--- src/hdl/wrx_defs.vh ---
// Notes on behaviour
// - Interrupt pin open-drain, active low.
// - Interrupt on shutdown, 140C, thermistor, OC, OV.
// - Latch which fault caused the interrupt.
// - Shutdown input high disables the receiver.
// - Die above 140C shuts receiver down.
// - Above 130C set flag, send stop packet.
// - Thermistor below 0.6V triggers overtemperature.
// - Charge-complete high sends stop-transfer packet.
// - Report gain times power plus offset.
// - 0.9V trims unity; grounded trims disable adjust.
// - Periodically send received-power packet.
// - Report measured power plus accuracy margin.
// - Trim from serial interface or OTP.
// - Signal by switching coil capacitors at 2Kbps.
// - Differential bi-phase coding at 2kHz.
// - One is two transitions, zero one.
// - Byte is start, 8 data, parity, stop.
// - Packet is preamble, header, message, checksum.
// - Run protocol only above undervoltage lockout.
// - Resend stop packets until supply drops; code latches only charge-complete stops, others end with their condition.
// - Above 12V send control error packets.
`ifndef WRX_DEFS_VH
`define WRX_DEFS_VH
`define WRX_CLK_HZ         50000000
`define WRX_HALF_BIT_HZ    4000
`define WRX_HALF_BIT_CYC   (`WRX_CLK_HZ / `WRX_HALF_BIT_HZ)
`define WRX_ADC_UNITY      12'h6DB
`define WRX_ADC_FULL       12'hFFF
`define WRX_PWR_MARGIN_MW  16'h015E
`define WRX_PREAMBLE_BITS  11
`define WRX_HDR_RPP        8'h04
`define WRX_HDR_EPT        8'h02
`define WRX_HDR_CEP        8'h03
`define WRX_EPT_OVERTEMP   8'h03
`define WRX_EPT_CHARGED    8'h01
`define WRX_EPT_FAULT      8'h02
`define WRX_CEP_LOWER      8'hF6
`define WRX_RPP_PERIOD_CYC 25000000
`define WRX_FLT_OC         0
`define WRX_FLT_OV         1
`define WRX_FLT_TEMP       2
`define WRX_FLT_SHDN       3
`endif

--- src/hdl/wrx_fifo.v ---
`timescale 1ns/1ps
module wrx_fifo #(
	parameter W  = 8,
	parameter D  = 16,
	parameter AW = 4
) (
	input  wire         clock_i,
	input  wire         sys_rst_i,
	// Fill side.
	input  wire         in_valid_i,
	output wire         in_ready_o,
	input  wire [W-1:0] in_data_i,
	// Drain side.
	output wire         out_valid_o,
	input  wire         out_ready_i,
	output wire [W-1:0] out_data_o
);
	reg [W-1:0] mem [0:D-1];
	reg [AW-1:0] wr_q;
	reg [AW-1:0] rd_q;
	reg [AW:0]   cnt_q;
	wire push = in_valid_i & in_ready_o;
	wire pop  = out_valid_o & out_ready_i;
	localparam [AW:0] FULL_CNT = D;
	assign in_ready_o  = (cnt_q != FULL_CNT);
	assign out_valid_o = (cnt_q != {(AW+1){1'b0}});
	assign out_data_o  = mem[rd_q];
	always @(posedge clock_i) begin
		if (push)
			mem[wr_q] <= in_data_i;
	end
	always @(posedge clock_i or posedge sys_rst_i) begin
		if (sys_rst_i) begin
			wr_q  <= {AW{1'b0}};
			rd_q  <= {AW{1'b0}};
			cnt_q <= {(AW+1){1'b0}};
		end else begin
			if (push)
				wr_q <= wr_q + 1'b1;
			if (pop)
				rd_q <= rd_q + 1'b1;
			if (push & ~pop)
				cnt_q <= cnt_q + 1'b1;
			else if (pop & ~push)
				cnt_q <= cnt_q - 1'b1;
		end
	end
endmodule // wrx_fifo

--- src/hdl/wrx_top.v ---
`timescale 1ns/1ps
`include "wrx_defs.vh"
module wrx_top #(
	parameter RPP_PERIOD = `WRX_RPP_PERIOD_CYC,
	parameter HALF_BIT   = `WRX_HALF_BIT_CYC
) (
	input  wire        clock_i,
	input  wire        sys_rst_i,
	// Pins from outside, synchronised here.
	input  wire        shdn_n_i,
	input  wire        charge_done_i,
	input  wire        uvlo_ok_i,
	// Comparator levels from the analog side.
	input  wire        die_over130_i,
	input  wire        die_over140_i,
	input  wire        ext_temp_low_i,
	input  wire        over_current_i,
	input  wire        over_voltage_i,
	input  wire        rect_over12_i,
	// Power and trim conversions.
	input  wire [15:0] meas_power_mw_i,
	input  wire [11:0] power_gain_trim_i,
	input  wire [11:0] power_offset_trim_i,
	input  wire        trim_sel_otp_i,
	input  wire [11:0] otp_gain_i,
	input  wire [11:0] otp_offset_i,
	input  wire        status_clr_i,
	// Fault and status.
	output wire        fault_int_n_o,
	output wire        fault_int_oe_o,
	output reg  [3:0]  fault_cause_o,
	output reg         overtemp_flag_o,
	output wire        rx_enable_o,
	output reg  [15:0] received_power_report_o,
	// Load modulation of coil_node_a and coil_node_b.
	output reg         mod_sw_o
);
	// Two-flop synchronisers for all asynchronous levels.
	reg [9:0] s1_q, s2_q;
	always @(posedge clock_i or posedge sys_rst_i) begin
		if (sys_rst_i) begin
			s1_q <= 10'h001;
			s2_q <= 10'h001;
		end else begin
			s1_q <= {rect_over12_i, over_voltage_i, over_current_i,
				ext_temp_low_i, die_over140_i, die_over130_i,
				uvlo_ok_i, charge_done_i, 1'b0, shdn_n_i};
			s2_q <= s1_q;
		end
	end
	wire shdn   = s2_q[0];
	wire chg    = s2_q[2];
	wire uv_ok  = s2_q[3];
	wire t130   = s2_q[4];
	wire t140   = s2_q[5];
	wire ts_low = s2_q[6];
	wire oc     = s2_q[7];
	wire ov     = s2_q[8];
	wire v12    = s2_q[9];

	wire hot = t140 | ts_low;
	wire [3:0] flt = {shdn, hot, ov, oc};
	assign fault_int_oe_o = |flt;
	assign fault_int_n_o  = 1'b0;
	assign rx_enable_o = ~shdn & ~t140 & uv_ok;

	always @(posedge clock_i or posedge sys_rst_i) begin
		if (sys_rst_i) begin
			fault_cause_o   <= 4'h0;
			overtemp_flag_o <= 1'b0;
		end else begin
			fault_cause_o <= flt | (status_clr_i ? 4'h0 : fault_cause_o);
			overtemp_flag_o <= t130 | ts_low |
				(status_clr_i ? 1'b0 : overtemp_flag_o);
		end
	end

	wire [11:0] g = trim_sel_otp_i ? otp_gain_i : power_gain_trim_i;
	wire [11:0] o = trim_sel_otp_i ? otp_offset_i : power_offset_trim_i;
	wire bypass = (g == 12'h000) && (o == 12'h000);
	wire [27:0] prod = meas_power_mw_i * g;
	wire [27:0] scl  = prod / 28'd1755;
	wire signed [18:0] adj = $signed({1'b0, scl[17:0]}) +
		$signed({7'h00, o}) - 19'sd1755;
	wire [17:0] base = bypass ? {2'b00, meas_power_mw_i} :
		(adj[18] ? 18'h00000 : adj[17:0]);
	wire [17:0] rep = base + {2'b00, `WRX_PWR_MARGIN_MW};
	always @(posedge clock_i or posedge sys_rst_i) begin
		if (sys_rst_i)
			received_power_report_o <= 16'h0000;
		else
			received_power_report_o <= (|rep[17:16]) ? 16'hFFFF :
				rep[15:0];
	end

	// Packet scheduler feeding bytes to the FIFO.
	localparam P_IDLE = 2'h0;
	localparam P_HDR  = 2'h1;
	localparam P_MSG  = 2'h2;
	localparam P_SUM  = 2'h3;
	reg [1:0]  ps_q;
	reg [7:0]  hdr_q, msg_q, sum_q;
	reg [31:0] tick_q;
	reg        stop_q;
	wire       f_rdy;
	reg        f_vld;
	reg [7:0]  f_dat;
	wire       ent_vld;
	wire [7:0] ent_dat;
	reg        ent_rdy;
	wire req_stop = chg | t130 | ts_low | oc | ov | stop_q;
	always @* begin
		f_vld = (ps_q != P_IDLE);
		case (ps_q)
		P_HDR:   f_dat = hdr_q;
		P_MSG:   f_dat = msg_q;
		P_SUM:   f_dat = sum_q;
		default: f_dat = 8'h00;
		endcase
	end
	always @(posedge clock_i or posedge sys_rst_i) begin
		if (sys_rst_i) begin
			ps_q   <= P_IDLE;
			hdr_q  <= 8'h00;
			msg_q  <= 8'h00;
			sum_q  <= 8'h00;
			tick_q <= 32'h0;
			stop_q <= 1'b0;
		end else if ((!uv_ok || shdn) && ps_q == P_IDLE) begin
			// stop ends with the supply
			// A packet already begun is finished so no partial packet is left queued.
			ps_q   <= P_IDLE;
			stop_q <= 1'b0;
			tick_q <= 32'h0;
		end else begin
			if (chg)
				stop_q <= 1'b1;
			if (tick_q != 32'h0)
				tick_q <= tick_q - 1'b1;
			case (ps_q)
			P_IDLE: begin
				if (tick_q == 32'h0) begin
					tick_q <= RPP_PERIOD;
					ps_q   <= P_HDR;
					if (req_stop) begin
						hdr_q <= `WRX_HDR_EPT;
						msg_q <= chg | stop_q ? `WRX_EPT_CHARGED :
							(t130 | ts_low) ? `WRX_EPT_OVERTEMP :
							`WRX_EPT_FAULT;
					end else if (v12) begin
						hdr_q <= `WRX_HDR_CEP;
						msg_q <= `WRX_CEP_LOWER;
					end else begin
						hdr_q <= `WRX_HDR_RPP;
						msg_q <= received_power_report_o[15:8];
					end
				end
			end
			P_HDR: if (f_rdy) begin
				ps_q <= P_MSG;
			end
			P_MSG: if (f_rdy) begin
				sum_q <= hdr_q ^ msg_q;
				ps_q  <= P_SUM;
			end
			P_SUM: if (f_rdy) begin
				ps_q <= P_IDLE;
			end
			default: ps_q <= P_IDLE;
			endcase
		end
	end

	wrx_fifo #(.W(8), .D(16), .AW(4)) u_fifo (
		.clock_i     (clock_i),
		.sys_rst_i   (sys_rst_i),
		.in_valid_i  (f_vld),
		.in_ready_o  (f_rdy),
		.in_data_i   (f_dat),
		.out_valid_o (ent_vld),
		.out_ready_i (ent_rdy),
		.out_data_o  (ent_dat)
	);

	// Bit serialiser: preamble, then framed bytes.
	reg [31:0] hb_q;
	reg        half_q;
	reg        busy_q;
	reg [3:0]  pre_q;
	reg [10:0] sh_q;
	reg [3:0]  nb_q;
	// Byte index within a packet: header, message, checksum.
	reg [1:0]  bix_q;
	localparam [3:0] PRE_N = `WRX_PREAMBLE_BITS;
	wire hb_tick = (hb_q == 32'h0);
	wire cur_bit = (pre_q != 4'h0) ? 1'b1 : sh_q[0];
	always @* begin
		ent_rdy = ~busy_q & rx_enable_o;
	end
	always @(posedge clock_i or posedge sys_rst_i) begin
		if (sys_rst_i) begin
			hb_q   <= 32'h0;
			half_q <= 1'b0;
			busy_q <= 1'b0;
			pre_q  <= 4'h0;
			sh_q   <= 11'h7FF;
			nb_q   <= 4'h0;
			bix_q  <= 2'd0;
			mod_sw_o <= 1'b0;
		end else if (ent_vld & ent_rdy) begin
			// start, LSB first, odd parity, stop
			sh_q   <= {1'b1, ~^ent_dat, ent_dat, 1'b0};
			nb_q   <= 4'd11;
			busy_q <= 1'b1;
			pre_q  <= (bix_q == 2'd0) ? PRE_N : 4'h0;
			bix_q  <= (bix_q == 2'd2) ? 2'd0 : bix_q + 2'd1;
			hb_q   <= 32'h0;
			half_q <= 1'b0;
		end else if (busy_q) begin
			hb_q <= hb_tick ? HALF_BIT - 1 : hb_q - 1'b1;
			if (hb_tick) begin
				if (nb_q == 4'h0 && pre_q == 4'h0) begin
					// The stop bit's second half lasts a full span too.
					busy_q <= 1'b0;
				end else begin
					if (!half_q)
						mod_sw_o <= ~mod_sw_o;
					else if (cur_bit)
						mod_sw_o <= ~mod_sw_o;
					half_q <= ~half_q;
					if (half_q) begin
						if (pre_q != 4'h0)
							pre_q <= pre_q - 1'b1;
						else begin
							sh_q <= {1'b1, sh_q[10:1]};
							nb_q <= nb_q - 1'b1;
						end
					end
				end
			end
		end
	end
endmodule // wrx_top

--- config.mk ---
export PLATFORM = sky130hd
export DESIGN_NAME = wrx_top
export DESIGN_NICKNAME = d
export VERILOG_FILES = /design/src/hdl/wrx_fifo.v /design/src/hdl/wrx_top.v
export VERILOG_INCLUDE_DIRS = /design/src /design/src/hdl
export SDC_FILE = /design/constraint.sdc
export NUM_CORES = 1
export LEC_CHECK = 0
export ABC_CLOCK_PERIOD_IN_PS = 11700
export BUFFER_PORTS_ARGS = -buffer_cell sky130_fd_sc_hd__buf_2
export CORE_ASPECT_RATIO = 0.9
export CORE_UTILIZATION = 42
export CTS_BUF_LIST = sky130_fd_sc_hd__clkbuf_4 sky130_fd_sc_hd__clkbuf_8 sky130_fd_sc_hd__clkbuf_16
export DETAILED_ROUTE_END_ITERATION = 8
export MAX_ROUTING_LAYER = met4
export PLACE_DENSITY_LB_ADDON = 0.12
export SETUP_SLACK_MARGIN = 0.05
export SLEW_MARGIN = 20
export SYNTH_ARGS = -nofsm -noshare
export SYNTH_HDL_FRONTEND = slang
export SYNTH_HIERARCHICAL = 1
export SYNTH_SLANG_ARGS = --single-unit
--- constraint.sdc ---
create_clock -name clock_i -period 11.7 [get_ports clock_i]
set_input_delay 0.585 -clock clock_i [delete_from_list [all_inputs] [get_ports clock_i]]
set_output_delay 0.585 -clock clock_i [all_outputs]
set_load 0.05 [all_outputs]
==> impl_metrics.yaml <==
sta:
  fmax_mhz: 41.2
  tightest_slew_ns: 0.926
  skew_ns: 0.0156
  hold_viol: 0
  rsz0062_at_grt: "true"
  relSlewSlack_pct: 38.3
  finalSetupTns_ns: -200.81
  finalCriticalPeriod_ns: 24.27
  period_share_pct: 207
  whs_ns: 0.122
  timing.final.ws_setup_ns: -12.57
  finalSetupViolations: 16
  finalMaxSlewViolations: 0
worst_setup_path:
  slowest_stage: "fa_1"
  critPathKind: "in2reg"
  worst-path-buf-inv: 19
  rr_worst_depth: 9
  r2r_setup_slack_ns: 7.65
  crit_path_frequent_cell: "a21oi_2"
  crit_arrival_ns: 24.71
  path_max_fanout: 8
  rr_startpoint: "tick_q[11]"
  critPathCaptureType: "flop"
  crit_family: "compound AO/OA/AOI/OAI gates"
  r2r-end: "hdr_q[1]"
  cp.required_ns: 12.14
  cp_slowest_stage_delay_ns: 0.56
  cp-start-kind: "input pin"
placed_design:
  dp_slack_ns: -14.12
  routabilityCongestion: 0.929
  placed_cells: 4995
  hpwlAfterDp_um: 74000
  port_buffers: 100
floorplan:
  die-area_sq_um: 70600
  die-height_um: 252
  die_x_um: 280
  core_sq_um: 68700
  rows: 91
  start_util_pct: 42.6
  ioPinCount: 102
logic_synthesis:
  synth_cell_types: 140
  synth_mux_area_share_pct: 5.84
  synthAdderAreaFrac_pct: 15.2
  synthCells: 3254
  synthArstFlopShare_pct: 55.7
  ys.flop_type: "dfrtp_1"
  synth_area_leaders: "edfxtp_1, dfrtp_1, fa_1"
  synth-seq-area-share_pct: 27.0
  synth_compound_area_share_pct: 20.1
  synthSimpleGateAreaFrac_pct: 19.2
  syn_avg_cell_area_sq_um: 8.98
  synth_nets: 3592
  synth_warnings: 6
  syn_area_sq_um: 29200
  synth_top_family_by_area: "compound AO/OA/AOI/OAI gates"
  synth_edf_count: 128
  synth_largest_area_cell: "edfxtp_1"
  synth_xor_area_share_pct: 7.31
  ys_seq_elements: 289
  synth_top_area_share_pct: 13.2
layout:
  most-common-layout-cells: "buf_4, nand2_1, inv_1, nor2_1, dfrtp_1"
  layout_commonest_cell: "buf_4"
  fin_cells: 5179
  fillCellCount: 5950
  area_delta_synth_final_pct: 40.9
  layout.nets: 4561
  drive_gt1_share_pct: 38.4
min_path:
  hp-class: "in2reg"
  hold_depth: 1
  worst_hold_startpoint: "shdn_n_i"
  whs_endpoint: "s1_q[0]"
clock_tree:
  cts_buffer_depth: 3
  clk_latency_ns: 0.56
  cts_tree: "built"
  path_clk_slew_ns: 0.07
  cts-htree-levels: 1
  cts_buffers: 28
  clock-sinks: 289
  hold_buffers: 0
  clock-root-buffer: "clkbuf_16"
route:
  avgRoutedWirePerCell_um: 18.1
  post-route-drc-count: 0
  drtIter0Drc: 1808
  route.vias.total: 28300
  drtPass1Iterations: 8
  drt-total-wl_um: 93900
  detail-route-antenna-nets: 0
  avgViaCountPerCell: 5.46
flow_run:
  max_cap_viol_count: 0
outcome:
  run_status: "finished, violations left"
  violations: "setup timing"
grt:
  grt_max_degree: 86
  grt_pass1_vias: 28400
  grt_antenna_before_repair: 7
  grtUsageTotal_pct: 27.2
  grt_first_pass_wirelength_um: 151000
  grt_overflow_total: 0
cells in the mapped netlist (16+ instances only):
cell type  number
a221oi_1       24
nor2_1        226
mux2i_1        82
nand2_1       396
o211ai_1       39
o21ai_1        27
nor4_1         27
mux2_2         39
or3_1          37
clkbuf_1       94
edfxtp_1      128
a22o_1         19
ha_1          119
or4_1          18
nand2b_1       25
and2_1        118
a211oi_1       25
a21oi_1       150
a22oi_1        24
inv_1         236
xnor2_1       158
nand4_1        24
fa_1          142
o21ai_0       126
xor2_1         63
and3_1         18
a21o_1         38
a31oi_1        43
nand3_1        70
mux4_2         16
nor3_1         97
dfrtp_1       149
o21a_1         26
stage by stage:
step                      area (sq um)  util, %
after floorplan                  29900        -
after global placement           37100     54.1
after detailed placement         37100     54.1
after CTS                        40100     58.5
after global routing             41200     60.0
final                            41200     60.0
final cells by class:
cell class              instances  area, sq um  area share [%]
flip-flops and latches        289         7890            19.2
repair buffers               1071         8060            19.6
clock buffers                  37          805            1.95
clock inverters                14          210           0.511
multi-input cells            2585        22100            53.6
diodes                          5         12.5          0.0304
inverters                     247          950            2.31
well taps                     930         1160            2.83
repair inverters                1         7.51          0.0182
logic make-up (layout without fill, tap and decap cells):
family / after synthesis / count (layout)
adders and majority gates: 271 / 271
AOI/OAI and AO/OA: 792 / 792
buffers and inverters: 381 / 1370
other: 1 / 6
and+or+nand+nor: 1145 / 1145
xor gates and xnor gates: 232 / 232
muxes: 143 / 144
DFF: 289 / 289
metal layers:
metal | GRT usage, % | share of wire [%] | vias to the layer above
li1 | - | - | 13700
met1 | 38.0 | 47 | 13800
met2 | 42.3 | 46 | 679
met3 | 3.74 | 5.6 | 104
met4 | 4.84 | 1.5 | 0
met5 | - | 0 | -
worst max-delay path by stage:
stage | from | end | slack (ns) | depth (start not counted)
final | trim_sel_otp_i | received_power_report_o[8] | -12.57 | 119
after detailed placement | trim_sel_otp_i | received_power_report_o[8] | -14.12 | 117
after CTS | trim_sel_otp_i | received_power_report_o[8] | -12.42 | 118
after global placement | trim_sel_otp_i | received_power_report_o[0] | -13.77 | 118
after floorplan | trim_sel_otp_i | received_power_report_o[11] | -12.93 | 122
after global routing | trim_sel_otp_i | received_power_report_o[8] | -13.76 | 126
what timing repair did:
action,4_1_cts,5_1_grt
gates resized for setup,255,151
gates cloned,3,1
pin swaps,133,110
setup endpoints to repair,16,16
setup buffers,86,38
flip-flops by register name (all words and copies together), names as in the netlist, 3 cells and up:
register / flops
received_power_report_o: 16
s2_q: 9
pre_q: 4
u_fifo/wr_q: 4
sum_q: 8
hb_q: 32
s1_q: 9
u_fifo/mem: 128
nb_q: 4
fault_cause_o: 4
u_fifo/rd_q: 4
sh_q: 10
tick_q: 32
hdr_q: 3
msg_q: 8
u_fifo/cnt_q: 5
Power is left out: the tool's default activity adds up to more than one toggle a clock period on the data nets, which glitch-free logic cannot reach.
